File: src/rtl/tcr_map.svh
// register offsets, field positions, reset values and timing counts of the temperature result block
`ifndef TCR_MAP_SVH
`define TCR_MAP_SVH

// ------------------------------------------------------------
// register offsets (byte addresses, one word each)
// ------------------------------------------------------------
`define TCR_ADDR_W 8
`define TCR_OFF_RESULT 8'h00
`define TCR_OFF_CONFIG 8'h04
`define TCR_OFF_STATUS 8'h08
`define TCR_OFF_COUNT 8'h0C

// ------------------------------------------------------------
// field positions and reset values
// ------------------------------------------------------------
`define TCR_RESULT_RESET 16'h0550
`define TCR_RES_9 2'h0
`define TCR_RES_10 2'h1
`define TCR_RES_11 2'h2
`define TCR_RES_12 2'h3
`define TCR_RES_RESET 2'h3
`define TCR_CFG_RES_LSB 0
`define TCR_CFG_RES_MSB 1
`define TCR_ST_BUSY 0
`define TCR_ST_DONE 1
`define TCR_ST_EXT 2
`define TCR_ST_RES_LSB 4
`define TCR_ST_RES_MSB 5
`define TCR_SIGN_LSB 11

// ------------------------------------------------------------
// link command codes
// ------------------------------------------------------------
`define TCR_CMD_CONVERT 8'h44

// ------------------------------------------------------------
// timing: longest 12-bit conversion time, clock rate
// ------------------------------------------------------------
`define TCR_CONV_MAX_MS 400
`define TCR_CLK_MHZ 100
`define TCR_CONV_CYCLES (`TCR_CONV_MAX_MS * 1000 * `TCR_CLK_MHZ)

`endif

File: src/rtl/tcr_pkg.sv
// types shared by the temperature result block
package tcr_pkg;

    // ------------------------------------------------------------
    // conversion state machine
    // ------------------------------------------------------------
    typedef enum logic [0:0] {
        TCR_IDLE = 1'b0,
        TCR_CONV = 1'b1
    } tcr_state_t;

    // register bus request from the master
    typedef struct packed {
        logic [7:0] addr;
        logic [31:0] wdata;
        logic wr;
        logic rd;
    } tcr_bus_req_t;

    // decoded command byte from the link
    typedef struct packed {
        logic valid;
        logic [7:0] code;
    } tcr_cmd_t;

    // whole state of the top module
    typedef struct packed {
        tcr_state_t state;
        logic [15:0] result;
        logic [1:0] res_cfg;
        logic [1:0] res_run;
        logic done_flag;
        logic [15:0] conv_count;
        logic [31:0] rdata;
        logic slot_valid;
        logic slot_bit;
        logic busy;
        logic start;
        logic ext_meta;
        logic ext_sync;
    } tcr_regs_t;

endpackage : tcr_pkg

File: src/rtl/tcr_timer.sv
// conversion timer: counts the conversion time for the selected resolution
`timescale 1ns/1ps
`include "tcr_map.svh"

module tcr_timer #(
    parameter int unsigned CONV_CYCLES = `TCR_CONV_CYCLES,
    parameter int unsigned CNT_W = 26
) (
    input wire logic i_core_clk,
    input wire logic i_sys_rst,
    input wire logic i_start,
    input wire logic [1:0] i_res,
    output logic o_done
);

    logic [CNT_W-1:0] count_reg;
    logic [CNT_W-1:0] count_next;
    logic run_reg;
    logic run_next;
    logic done_reg;
    logic done_next;

    // ------------------------------------------------------------
    // conversion length halves for each bit of resolution dropped
    // ------------------------------------------------------------
    // start and done flops eat two cycles, so they come off the budget
    // to keep command-to-result inside the limit
    function automatic logic [CNT_W-1:0] conv_len(input logic [1:0] res);
        logic [CNT_W-1:0] full;
        logic [CNT_W-1:0] span;
        full = CNT_W'(CONV_CYCLES);
        span = full >> (2'h3 - res);
        conv_len = CNT_W'(1);
        if (span > CNT_W'(2)) begin
            conv_len = span - CNT_W'(2);
        end
    endfunction : conv_len

    // count down; last count pulses done for one cycle
    always_comb begin
        count_next = count_reg;
        run_next = run_reg;
        done_next = 1'b0;
        if (i_start && !run_reg) begin
            count_next = conv_len(i_res);
            run_next = 1'b1;
        end else if (run_reg) begin
            if (count_reg == CNT_W'(1)) begin
                run_next = 1'b0;
                done_next = 1'b1;
            end
            count_next = count_reg - CNT_W'(1);
        end
    end

    always_ff @(posedge i_core_clk) begin
        if (i_sys_rst) begin
            count_reg <= '0;
            run_reg <= 1'b0;
            done_reg <= 1'b0;
        end else begin
            count_reg <= count_next;
            run_reg <= run_next;
            done_reg <= done_next;
        end
    end

    assign o_done = done_reg;

endmodule : tcr_timer

File: src/rtl/tcr_quant.sv
// result formatter: sign extension and resolution truncation of a raw sample
`timescale 1ns/1ps
`include "tcr_map.svh"

module tcr_quant (
    input wire logic [15:0] i_raw,
    input wire logic [1:0] i_res,
    output logic [15:0] o_result
);

    logic [15:0] ext;
    logic [15:0] keep;

    // ------------------------------------------------------------
    // bits 15..11 all copy the sign; undefined low bits forced to zero
    // ------------------------------------------------------------
    always_comb begin
        ext = {{5{i_raw[`TCR_SIGN_LSB]}}, i_raw[10:0]};
        keep = 16'hFFFF;
        if (i_res == `TCR_RES_11) begin
            keep = 16'hFFFE;
        end else if (i_res == `TCR_RES_10) begin
            keep = 16'hFFFC;
        end else if (i_res == `TCR_RES_9) begin
            keep = 16'hFFF8;
        end
        o_result = ext & keep;
    end

endmodule : tcr_quant

File: src/rtl/tcr_top.sv
// temperature conversion control and result register
`timescale 1ns/1ps
`include "tcr_map.svh"

// Functional notes
// - resolution selectable 9..12 bits, steps 0.5 down to 0.0625 degrees
// - resolution is 12 bits after reset until software changes it
// - after reset the block idles and starts nothing by itself
// - convert command byte from the master starts one conversion
// - finished conversion writes the result register, then back to idle
// - with external supply, read slots answer 0 while busy, 1 when done
// - result is 16-bit two's complement, bits 15..11 carry the sign
// - sign bits read 0 for positive, 1 for negative temperature
// - low bits below the chosen resolution are undefined; the block forces them to zero
// - result register resets to the code for plus 85 degrees
// - a 12-bit conversion ends within 400 ms of its start
module tcr_top #(
    parameter int unsigned CONV_CYCLES = `TCR_CONV_CYCLES
) (
    input wire logic i_core_clk,
    input wire logic i_sys_rst,
    input wire logic [7:0] i_addr,
    input wire logic [31:0] i_wdata,
    input wire logic i_wr,
    input wire logic i_rd,
    input wire logic i_cmd_valid,
    input wire logic [7:0] i_cmd_code,
    input wire logic i_read_slot,
    input wire logic i_external_supply_pin,
    input wire logic [15:0] i_sensor_raw,
    output logic [31:0] o_rdata,
    output logic o_slot_valid,
    output logic o_slot_bit,
    output logic o_busy
);

    // ------------------------------------------------------------
    // carriers and state
    // ------------------------------------------------------------
    tcr_pkg::tcr_bus_req_t bus;
    tcr_pkg::tcr_cmd_t cmd;
    tcr_pkg::tcr_regs_t state_reg;
    tcr_pkg::tcr_regs_t state_next;
    logic conv_done;
    logic [15:0] new_result;

    assign bus = '{addr: i_addr, wdata: i_wdata, wr: i_wr, rd: i_rd};
    assign cmd = '{valid: i_cmd_valid, code: i_cmd_code};

    // ------------------------------------------------------------
    // conversion time and result formatting
    // ------------------------------------------------------------
    tcr_timer #(
        .CONV_CYCLES(CONV_CYCLES),
        .CNT_W(26)
    ) u_timer (
        .i_core_clk(i_core_clk),
        .i_sys_rst(i_sys_rst),
        .i_start(state_reg.start),
        .i_res(state_reg.res_run),
        .o_done(conv_done)
    );

    // resolution taken at start, so a config write mid-conversion is harmless
    tcr_quant u_quant (
        .i_raw(i_sensor_raw),
        .i_res(state_reg.res_run),
        .o_result(new_result)
    );

    // ------------------------------------------------------------
    // register read mux, unmapped addresses read zero
    // ------------------------------------------------------------
    function automatic logic [31:0] read_word(input tcr_pkg::tcr_regs_t s, input logic [7:0] addr);
        read_word = 32'h0000_0000;
        if (addr == `TCR_OFF_RESULT) begin
            read_word[15:0] = s.result;
        end else if (addr == `TCR_OFF_CONFIG) begin
            read_word[`TCR_CFG_RES_MSB:`TCR_CFG_RES_LSB] = s.res_cfg;
        end else if (addr == `TCR_OFF_STATUS) begin
            read_word[`TCR_ST_BUSY] = (s.state == tcr_pkg::TCR_CONV);
            read_word[`TCR_ST_DONE] = s.done_flag;
            read_word[`TCR_ST_EXT] = s.ext_sync;
            read_word[`TCR_ST_RES_MSB:`TCR_ST_RES_LSB] = s.res_run;
        end else if (addr == `TCR_OFF_COUNT) begin
            read_word[15:0] = s.conv_count;
        end
    endfunction : read_word

    // ------------------------------------------------------------
    // next-state logic
    // ------------------------------------------------------------
    always_comb begin
        state_next = state_reg;
        state_next.start = 1'b0;
        state_next.slot_valid = 1'b0;
        state_next.rdata = 32'h0000_0000;

        // supply strap is a pin: two flops before anyone reads it
        state_next.ext_meta = i_external_supply_pin;
        state_next.ext_sync = state_reg.ext_meta;

        // software sets resolution; other registers ignore writes
        if (bus.wr && bus.addr == `TCR_OFF_CONFIG) begin
            state_next.res_cfg = bus.wdata[`TCR_CFG_RES_MSB:`TCR_CFG_RES_LSB];
        end

        // reading status clears the done flag
        if (bus.rd) begin
            state_next.rdata = read_word(state_reg, bus.addr);
            if (bus.addr == `TCR_OFF_STATUS) begin
                state_next.done_flag = 1'b0;
            end
        end

        case (state_reg.state)
            tcr_pkg::TCR_IDLE: begin
                // nothing starts without a command
                if (cmd.valid && cmd.code == `TCR_CMD_CONVERT) begin
                    state_next.state = tcr_pkg::TCR_CONV;
                    state_next.start = 1'b1;
                    state_next.res_run = state_reg.res_cfg;
                    state_next.busy = 1'b1;
                end
            end
            tcr_pkg::TCR_CONV: begin
                // further convert commands are ignored while busy
                if (conv_done) begin
                    state_next.result = new_result;
                    state_next.state = tcr_pkg::TCR_IDLE;
                    state_next.busy = 1'b0;
                    state_next.done_flag = 1'b1; // set wins over a same-cycle clear
                    state_next.conv_count = state_reg.conv_count + 16'h0001;
                end
            end
            default: begin
                state_next.state = tcr_pkg::TCR_IDLE;
            end
        endcase

        // read slot answer only when externally powered; parasite mode stays silent
        if (i_read_slot && state_reg.ext_sync) begin
            state_next.slot_valid = 1'b1;
            state_next.slot_bit = (state_reg.state == tcr_pkg::TCR_IDLE);
        end
    end

    // ------------------------------------------------------------
    // state register
    // ------------------------------------------------------------
    always_ff @(posedge i_core_clk) begin
        if (i_sys_rst) begin
            state_reg.state <= tcr_pkg::TCR_IDLE;
            state_reg.result <= `TCR_RESULT_RESET;
            state_reg.res_cfg <= `TCR_RES_RESET;
            state_reg.res_run <= `TCR_RES_RESET;
            state_reg.done_flag <= 1'b0;
            state_reg.conv_count <= 16'h0000;
            state_reg.rdata <= 32'h0000_0000;
            state_reg.slot_valid <= 1'b0;
            state_reg.slot_bit <= 1'b1;
            state_reg.busy <= 1'b0;
            state_reg.start <= 1'b0;
            state_reg.ext_meta <= 1'b0;
            state_reg.ext_sync <= 1'b0;
        end else begin
            state_reg <= state_next;
        end
    end

    // outputs straight from flops
    assign o_rdata = state_reg.rdata;
    assign o_slot_valid = state_reg.slot_valid;
    assign o_slot_bit = state_reg.slot_bit;
    assign o_busy = state_reg.busy;

endmodule : tcr_top

File: config.mk
export PLATFORM = sky130hd
export DESIGN_NAME = tcr_top
export DESIGN_NICKNAME = d
export VERILOG_FILES = /design/src/rtl/tcr_pkg.sv /design/src/rtl/tcr_timer.sv /design/src/rtl/tcr_quant.sv /design/src/rtl/tcr_top.sv
export VERILOG_INCLUDE_DIRS = /design/src /design/src/rtl
export SDC_FILE = /design/constraint.sdc
export NUM_CORES = 1
export LEC_CHECK = 0
export BUFFER_PORTS_ARGS = -buffer_cell sky130_fd_sc_hd__buf_2
export CAP_MARGIN = 20
export CELL_PAD_IN_SITES_DETAIL_PLACEMENT = 0
export CELL_PAD_IN_SITES_GLOBAL_PLACEMENT = 2
export CORE_ASPECT_RATIO = 0.6
export CORE_UTILIZATION = 31
export DETAILED_ROUTE_END_ITERATION = 8
export GPL_TIMING_DRIVEN = 0
export HOLD_SLACK_MARGIN = 0.06
export PLACE_DENSITY = 0.78
export REMOVE_ABC_BUFFERS = 1
export SYNTH_ARGS = -nofsm -noshare
export SYNTH_HDL_FRONTEND = slang
export SYNTH_SLANG_ARGS = --single-unit
File: constraint.sdc
create_clock -name i_core_clk -period 2.85 [get_ports i_core_clk]
set_input_delay 0.4275 -clock i_core_clk [delete_from_list [all_inputs] [get_ports i_core_clk]]
set_output_delay 0.4275 -clock i_core_clk [all_outputs]
set_load 0.01 [all_outputs]
==> out/results.txt, run 1 <==
status: completed
WP data required: 3.11 ns
GRT Util Overall: 16.45%
crit start category: register
Max Clk Rate: 421.0 MHz
initial antenna violation count: 0
FF+latch count, synth: 84
commonest cells in the netlist: dfxtp_1, nand2_1, nor2_1
Area Overhead vs Synth: 12.86%
CP max FO: 14
share of the synthesized area in the top cell type: 40.37%
global-route wire length before repair: 17420 um
Worst Skew: 0.006009 ns
post-route setup TNS: 0 ns
first-pass iteration count of the detailed router: 5
hold_buf cts: 0
DR WL/cell: 15.27 um
Layout Cells excl Fill: 696
final-stage net count: 606
Pwr Density: 514.4 nW/um^2
CTS root buf: clkbuf_16
Post-synth ARST share: 0%
grt met1 use: 26.48%
number of enable flip-flop cells after synthesis: 0
WP data arrival: 2.64 ns
Setup Crit Path Kind: reg2reg
hpwl dp: 7669 um
Via density: 5.060
via count: 3522
final instance area: 4701 um^2
final setup violation count: 0
Worst path max stage delay: 0.68 ns
Routability Congestion: 0.8107
Clk Latency, worst-skew pair: 0.34 ns
met3 Usage GRT: 3.781%
Placed Instances: 679
Pins Over Slew Limit: 0
die area: 13920 um^2
I/O pin count: 106
Seq/Total Area, Yosys: 40.37%
layout cells sized above 1: 15.78%
CTS sink cnt: 84
R2R setup slack: 0.47 ns
dpl ws: -0.01890 ns
met2 usage: 20.72%
min Tclk post-route: 2.375 ns
Synth Cell Area: 4165 um^2
Synth Warn #: 0
area leader, netlist: dfxtp_1
# DRC: 0
Synth area leaders: dfxtp_1, buf_4, nand2_1
max reg flops: 36
Core ar.: 12970 um^2
wirelength, routed: 10630 um
Remaining Overflow, GRT: 0
Pwr Total: 2418 uW
Tcrit/Tclk final: 83.34%
final hold vios: 0
Top FF cell, synth: dfxtp_1
Initial Util: 32.11%
largest net degree at the start of global routing: 57
die width: 151.6 um
Rows: 32
post-CTS sizing: 0
Hold WC Path Type: in2reg
Post-CTS Setup Bufs: 0
Netlist cell types: 50
synthesized area per cell: 8.381 um^2
Rel. slew slack: 46.94%
Ant. Diodes: 0
Leakage: 0.001949 uW
delay-heaviest family, CP: simple AND/OR/NAND/NOR gates
most frequent cell after synthesis: dfxtp_1
peak supply drop: 0.2850 mV
detailed router's first-iteration violation count: 179
RSZ-0062 raised after global routing: no
worst-path cell chain: nor3_2, nand4_1, or4_1, a31oi_1
CTS Buffer Depth: 2
Most Crowded Layer GR: met1
Syn Inst Count: 497
Setup crit end kind: register
worst setup margin: 0.4747 ns
worst-margin pin slew: 0.7887 ns
DP Area: 4370 um^2
height of the chip: 91.79 um
crit path buf inv count: 0
Num CTS Buffers: 9
clk slew on worst S/H paths: 0.06 ns
slowest CP cell: or4_1
antenna viol nets, final: 0
TritonCTS clock tree: done
H-tree depth: 3
vias in the first global route: 3244
IO Port Bufs: 55
maxcap violations: 0
final timing paths:
check	startpoint	to	cells past startpoint
max	u_timer.count_reg[2]$_SDFFE_PP0P_	u_timer.count_reg[21]$_SDFFE_PP0P_	4
min	i_sensor_raw[10]	state_reg[69]$_SDFFE_PP1P_	3
max reg2reg	u_timer.count_reg[2]$_SDFFE_PP0P_	u_timer.count_reg[21]$_SDFFE_PP0P_	4
min reg2reg	state_next[0]$_SDFF_PP0_	state_reg[0]$_SDFF_PP0_	1
layout make-up:
cell class	count	area, um^2
inverter	13	48.80
timing repair buffer	57	322.8
clock buffer	10	229.0
fill	1360	8272
sequential	84	1682
multi-input combinational	357	2152
tap	170	212.7
clock inverter	5	53.80
metal layers:
metal / routed length (um) / up-vias
met5: 0 / -
met4: 111 / 0
met3: 661 / 9
met2: 3779 / 95
met1: 6074 / 1633
li1: - / 1785
cell usage in the layout (no fill, tap or decap), types with 2 or more instances in the layout:
cell and n:
ha_1 13, a211oi_1 3, clkbuf_16 9, o21ai_0 7, and4_1 2, o211ai_1 8, nor4_1 9, a22oi_1 12
nor3_1 11, and3_1 6, nand3_1 19, nand2_1 55, o311ai_0 5, o32a_1 3, o211a_1 2, a31o_2 3
mux2i_1 8, buf_2 55, o311a_1 2, or4_1 8, dfxtp_1 84, nor2_1 43, or3_1 11, nand2b_1 11
nor2b_1 9, clkinv_2 3, and2_1 2, nand3b_1 2, a2111oi_0 2, mux2_2 4, a21oi_1 31, conb_1 16
xor2_1 3, xnor2_1 7, nand4_1 12, a31oi_1 13, o31ai_1 4, inv_1 13
per-stage QoR:
step                      util [%]  hold WS [ns]
after global routing         36.24        0.2924
after global placement       33.69        0.4209
final                        36.24        0.2946
after floorplan                  -        0.4138
after CTS                    35.87        0.2877
after detailed placement     33.69        0.4353
kinds of logic (layout without fill, tap and decap cells):
family | Yosys count | count (layout) | share of synthesized area (%)
AND/OR/NAND/NOR | 206 | 206 | 24.99
AO/OA/AOI/OAI | 100 | 100 | 16.22
flip-flops | 84 | 84 | 40.37
buffers and inverters | 71 | 85 | 9.312
adder cells (fa/ha/maj) | 13 | 13 | 3.905
multiplexers | 12 | 12 | 3.004
XOR/XNOR | 10 | 10 | 2.103
other | 1 | 16 | 0.09003
report_power, final:
| part | leakage (uW) | switching, uW | internal (uW) |
|---|---|---|---|
| registers | 0.000677 | 2.18 | 1180 |
| clock network | 0.000142 | 477 | 671 |
| logic | 0.00113 | 58.1 | 32.1 |
worst register-to-register path, cell delays in order, from the launching register on:
cell and delay [ns]:
dfxtp_1 0.38, nor3_2 0.46, nand4_1 0.59, or4_1 0.69, a31oi_1 0.19
Note: power is estimated with default switching activity, not from simulation.
==> run 2, diff against run 1 <==
--- a/config.mk
+++ b/config.mk
@@ -11,11 +11,11 @@
 export CELL_PAD_IN_SITES_DETAIL_PLACEMENT = 0
 export CELL_PAD_IN_SITES_GLOBAL_PLACEMENT = 2
 export CORE_ASPECT_RATIO = 0.6
-export CORE_UTILIZATION = 31
+export CORE_UTILIZATION = 28
 export DETAILED_ROUTE_END_ITERATION = 8
 export GPL_TIMING_DRIVEN = 0
 export HOLD_SLACK_MARGIN = 0.06
-export PLACE_DENSITY = 0.78
+export PLACE_DENSITY = 0.75
 export REMOVE_ABC_BUFFERS = 1
 export SYNTH_ARGS = -nofsm -noshare
 export SYNTH_HDL_FRONTEND = slang
==> constraint.sdc (replaced) <==
create_clock -name i_core_clk -period 1.9 [get_ports i_core_clk]
set_input_delay 0.285 -clock i_core_clk [delete_from_list [all_inputs] [get_ports i_core_clk]]
set_output_delay 0.285 -clock i_core_clk [all_outputs]
set_load 0.01 [all_outputs]
==> out/results.txt, run 2 (synthesis results as in run 1) <==
worst-path cell chain: or3_4, buf_4, buf_4, or3_4, or4_1, a31oi_1
Setup crit end kind: register
Rel. slew slack: 51.88%
Worst path max stage delay: 0.40 ns
H-tree depth: 3
IO Port Bufs: 55
Hold WC Path Type: in2reg
Pwr Total: 3723 uW
WP data arrival: 2.23 ns
Setup Crit Path Kind: reg2reg
largest net degree at the start of global routing: 58
Pwr Density: 756.7 nW/um^2
failing checks: setup timing
maxcap violations: 0
Routability Congestion: 0.7698
hpwl dp: 7785 um
Leakage: 0.002017 uW
Pins Over Slew Limit: 0
clk slew on worst S/H paths: 0.07 ns
Initial Util: 28.71%
hold_buf cts: 0
most frequent cells in the layout: dfxtp_1, nand2_1, buf_2
Rows: 34
DR WL/cell: 15.50 um
TritonCTS clock tree: done
Worst Skew: 0.007630 ns
worst hold slack: 0.1565 ns
min Tclk post-route: 1.963 ns
crit start category: register
I/O pin count: 106
status: finished with violations
layout cells sized above 1: 21.35%
crit path buf inv count: 2
CP max FO: 2
Core ar.: 14510 um^2
final hold vios: 0
CTS root buf: clkbuf_16
vias in the first global route: 3152
peak supply drop: 0.4486 mV
GRT Util Overall: 15.01%
slowest CP cell: or4_1
die area: 15380 um^2
WP data required: 2.17 ns
Tcrit/Tclk final: 103.3%
delay-heaviest family, CP: simple AND/OR/NAND/NOR gates
CTS Buffer Depth: 2
global-route wire length before repair: 17860 um
antenna viol nets, final: 0
first-pass iteration count of the detailed router: 4
Via density: 5.010
detailed router's first-iteration violation count: 215
via count: 3667
post-route setup TNS: -0.1645 ns
RSZ-0062 raised after global routing: yes
final-stage net count: 613
commonest non-fill, non-tap cell in the layout: dfxtp_1
initial antenna violation count: 0
Remaining Overflow, GRT: 0
Clk Latency, worst-skew pair: 0.34 ns
height of the chip: 96.48 um
worst-margin pin slew: 0.7192 ns
Ant. Diodes: 0
dpl ws: -0.8607 ns
CTS sink cnt: 84
worst setup margin: -0.06258 ns
# DRC: 0
die width: 159.5 um
Max Clk Rate: 509.5 MHz
wirelength, routed: 11340 um
max reg flops: 36
Area Overhead vs Synth: 18.11%
Num CTS Buffers: 9
final setup violation count: 4
==> run 2: cell count changes in the layout (fill, tap and decap cells not counted), moves of 4 or more <==
cell     change
or4_4        +4
buf_4        +8
nor4_1       -5
dfxtp_1      -4
==> run 2: final cells by class <==
type / instances / area [um^2]
tap: 198 / 247.7
multi-input combinational: 358 / 2282
sequential: 84 / 1692
timing repair inverter: 1 / 5.005
clock inverter: 6 / 71.32
fill: 1539 / 9587
inverter: 13 / 52.55
clock buffer: 10 / 239.0
timing repair buffer: 62 / 330.3
==> run 2: worst reg2reg max path, delay by kind of cell (launching register included) <==
kind	cells	cell delay [ns]
buffers and inverters	2	0.28
AO/OA/AOI/OAI	1	0.17
AND/OR/NAND/NOR	3	1.09
flip-flops	1	0.36
==> run 2: worst paths after layout <==
check / from / end / slack [ns] / cells past startpoint
worst max-delay path: u_timer.count_reg[14]$_SDFFE_PP0P_ / u_timer.count_reg[21]$_SDFFE_PP0P_ / -0.06 / 6
worst min-delay path: i_sensor_raw[10] / state_reg[69]$_SDFFE_PP1P_ / 0.16 / 3
worst max register to register: u_timer.count_reg[14]$_SDFFE_PP0P_ / u_timer.count_reg[21]$_SDFFE_PP0P_ / -0.06 / 6
worst min register to register: state_next[0]$_SDFF_PP0_ / state_reg[0]$_SDFF_PP0_ / 0.44 / 1
==> run 2: what timing repair did <==
action                     CTS  global route
setup endpoints to repair   49            24
pin swaps                   11            10
hold endpoints to repair     0             0
buffers inserted             6             1
gates cloned                 2             0
gates resized for setup     14            18
==> run 2: where the power goes <==
part           total (uW)  switching [uW]  internal (uW)
sequential           1770            3.67           1760
combinational         142            94.0           48.4
clock                1820             751           1060
==> run 2: routing by layer <==
metal / GRT usage [%] / share of wire (%)
met5: 0 / 0
met4: 3.606 / 0.17
met3: 3.073 / 6.1
met2: 18.41 / 37
met1: 24.72 / 57
==> run 2: metrics by stage <==
step           utilization [%]  cells  instance area [um^2]
2_1_floorplan                -    454                  3882
3_3_place_gp             30.37    707                  4405
3_5_place_dp             30.37    707                  4405
4_1_cts                  33.27    731                  4826
5_1_grt                  33.91    732                  4920
6_report                 33.91    732                  4920
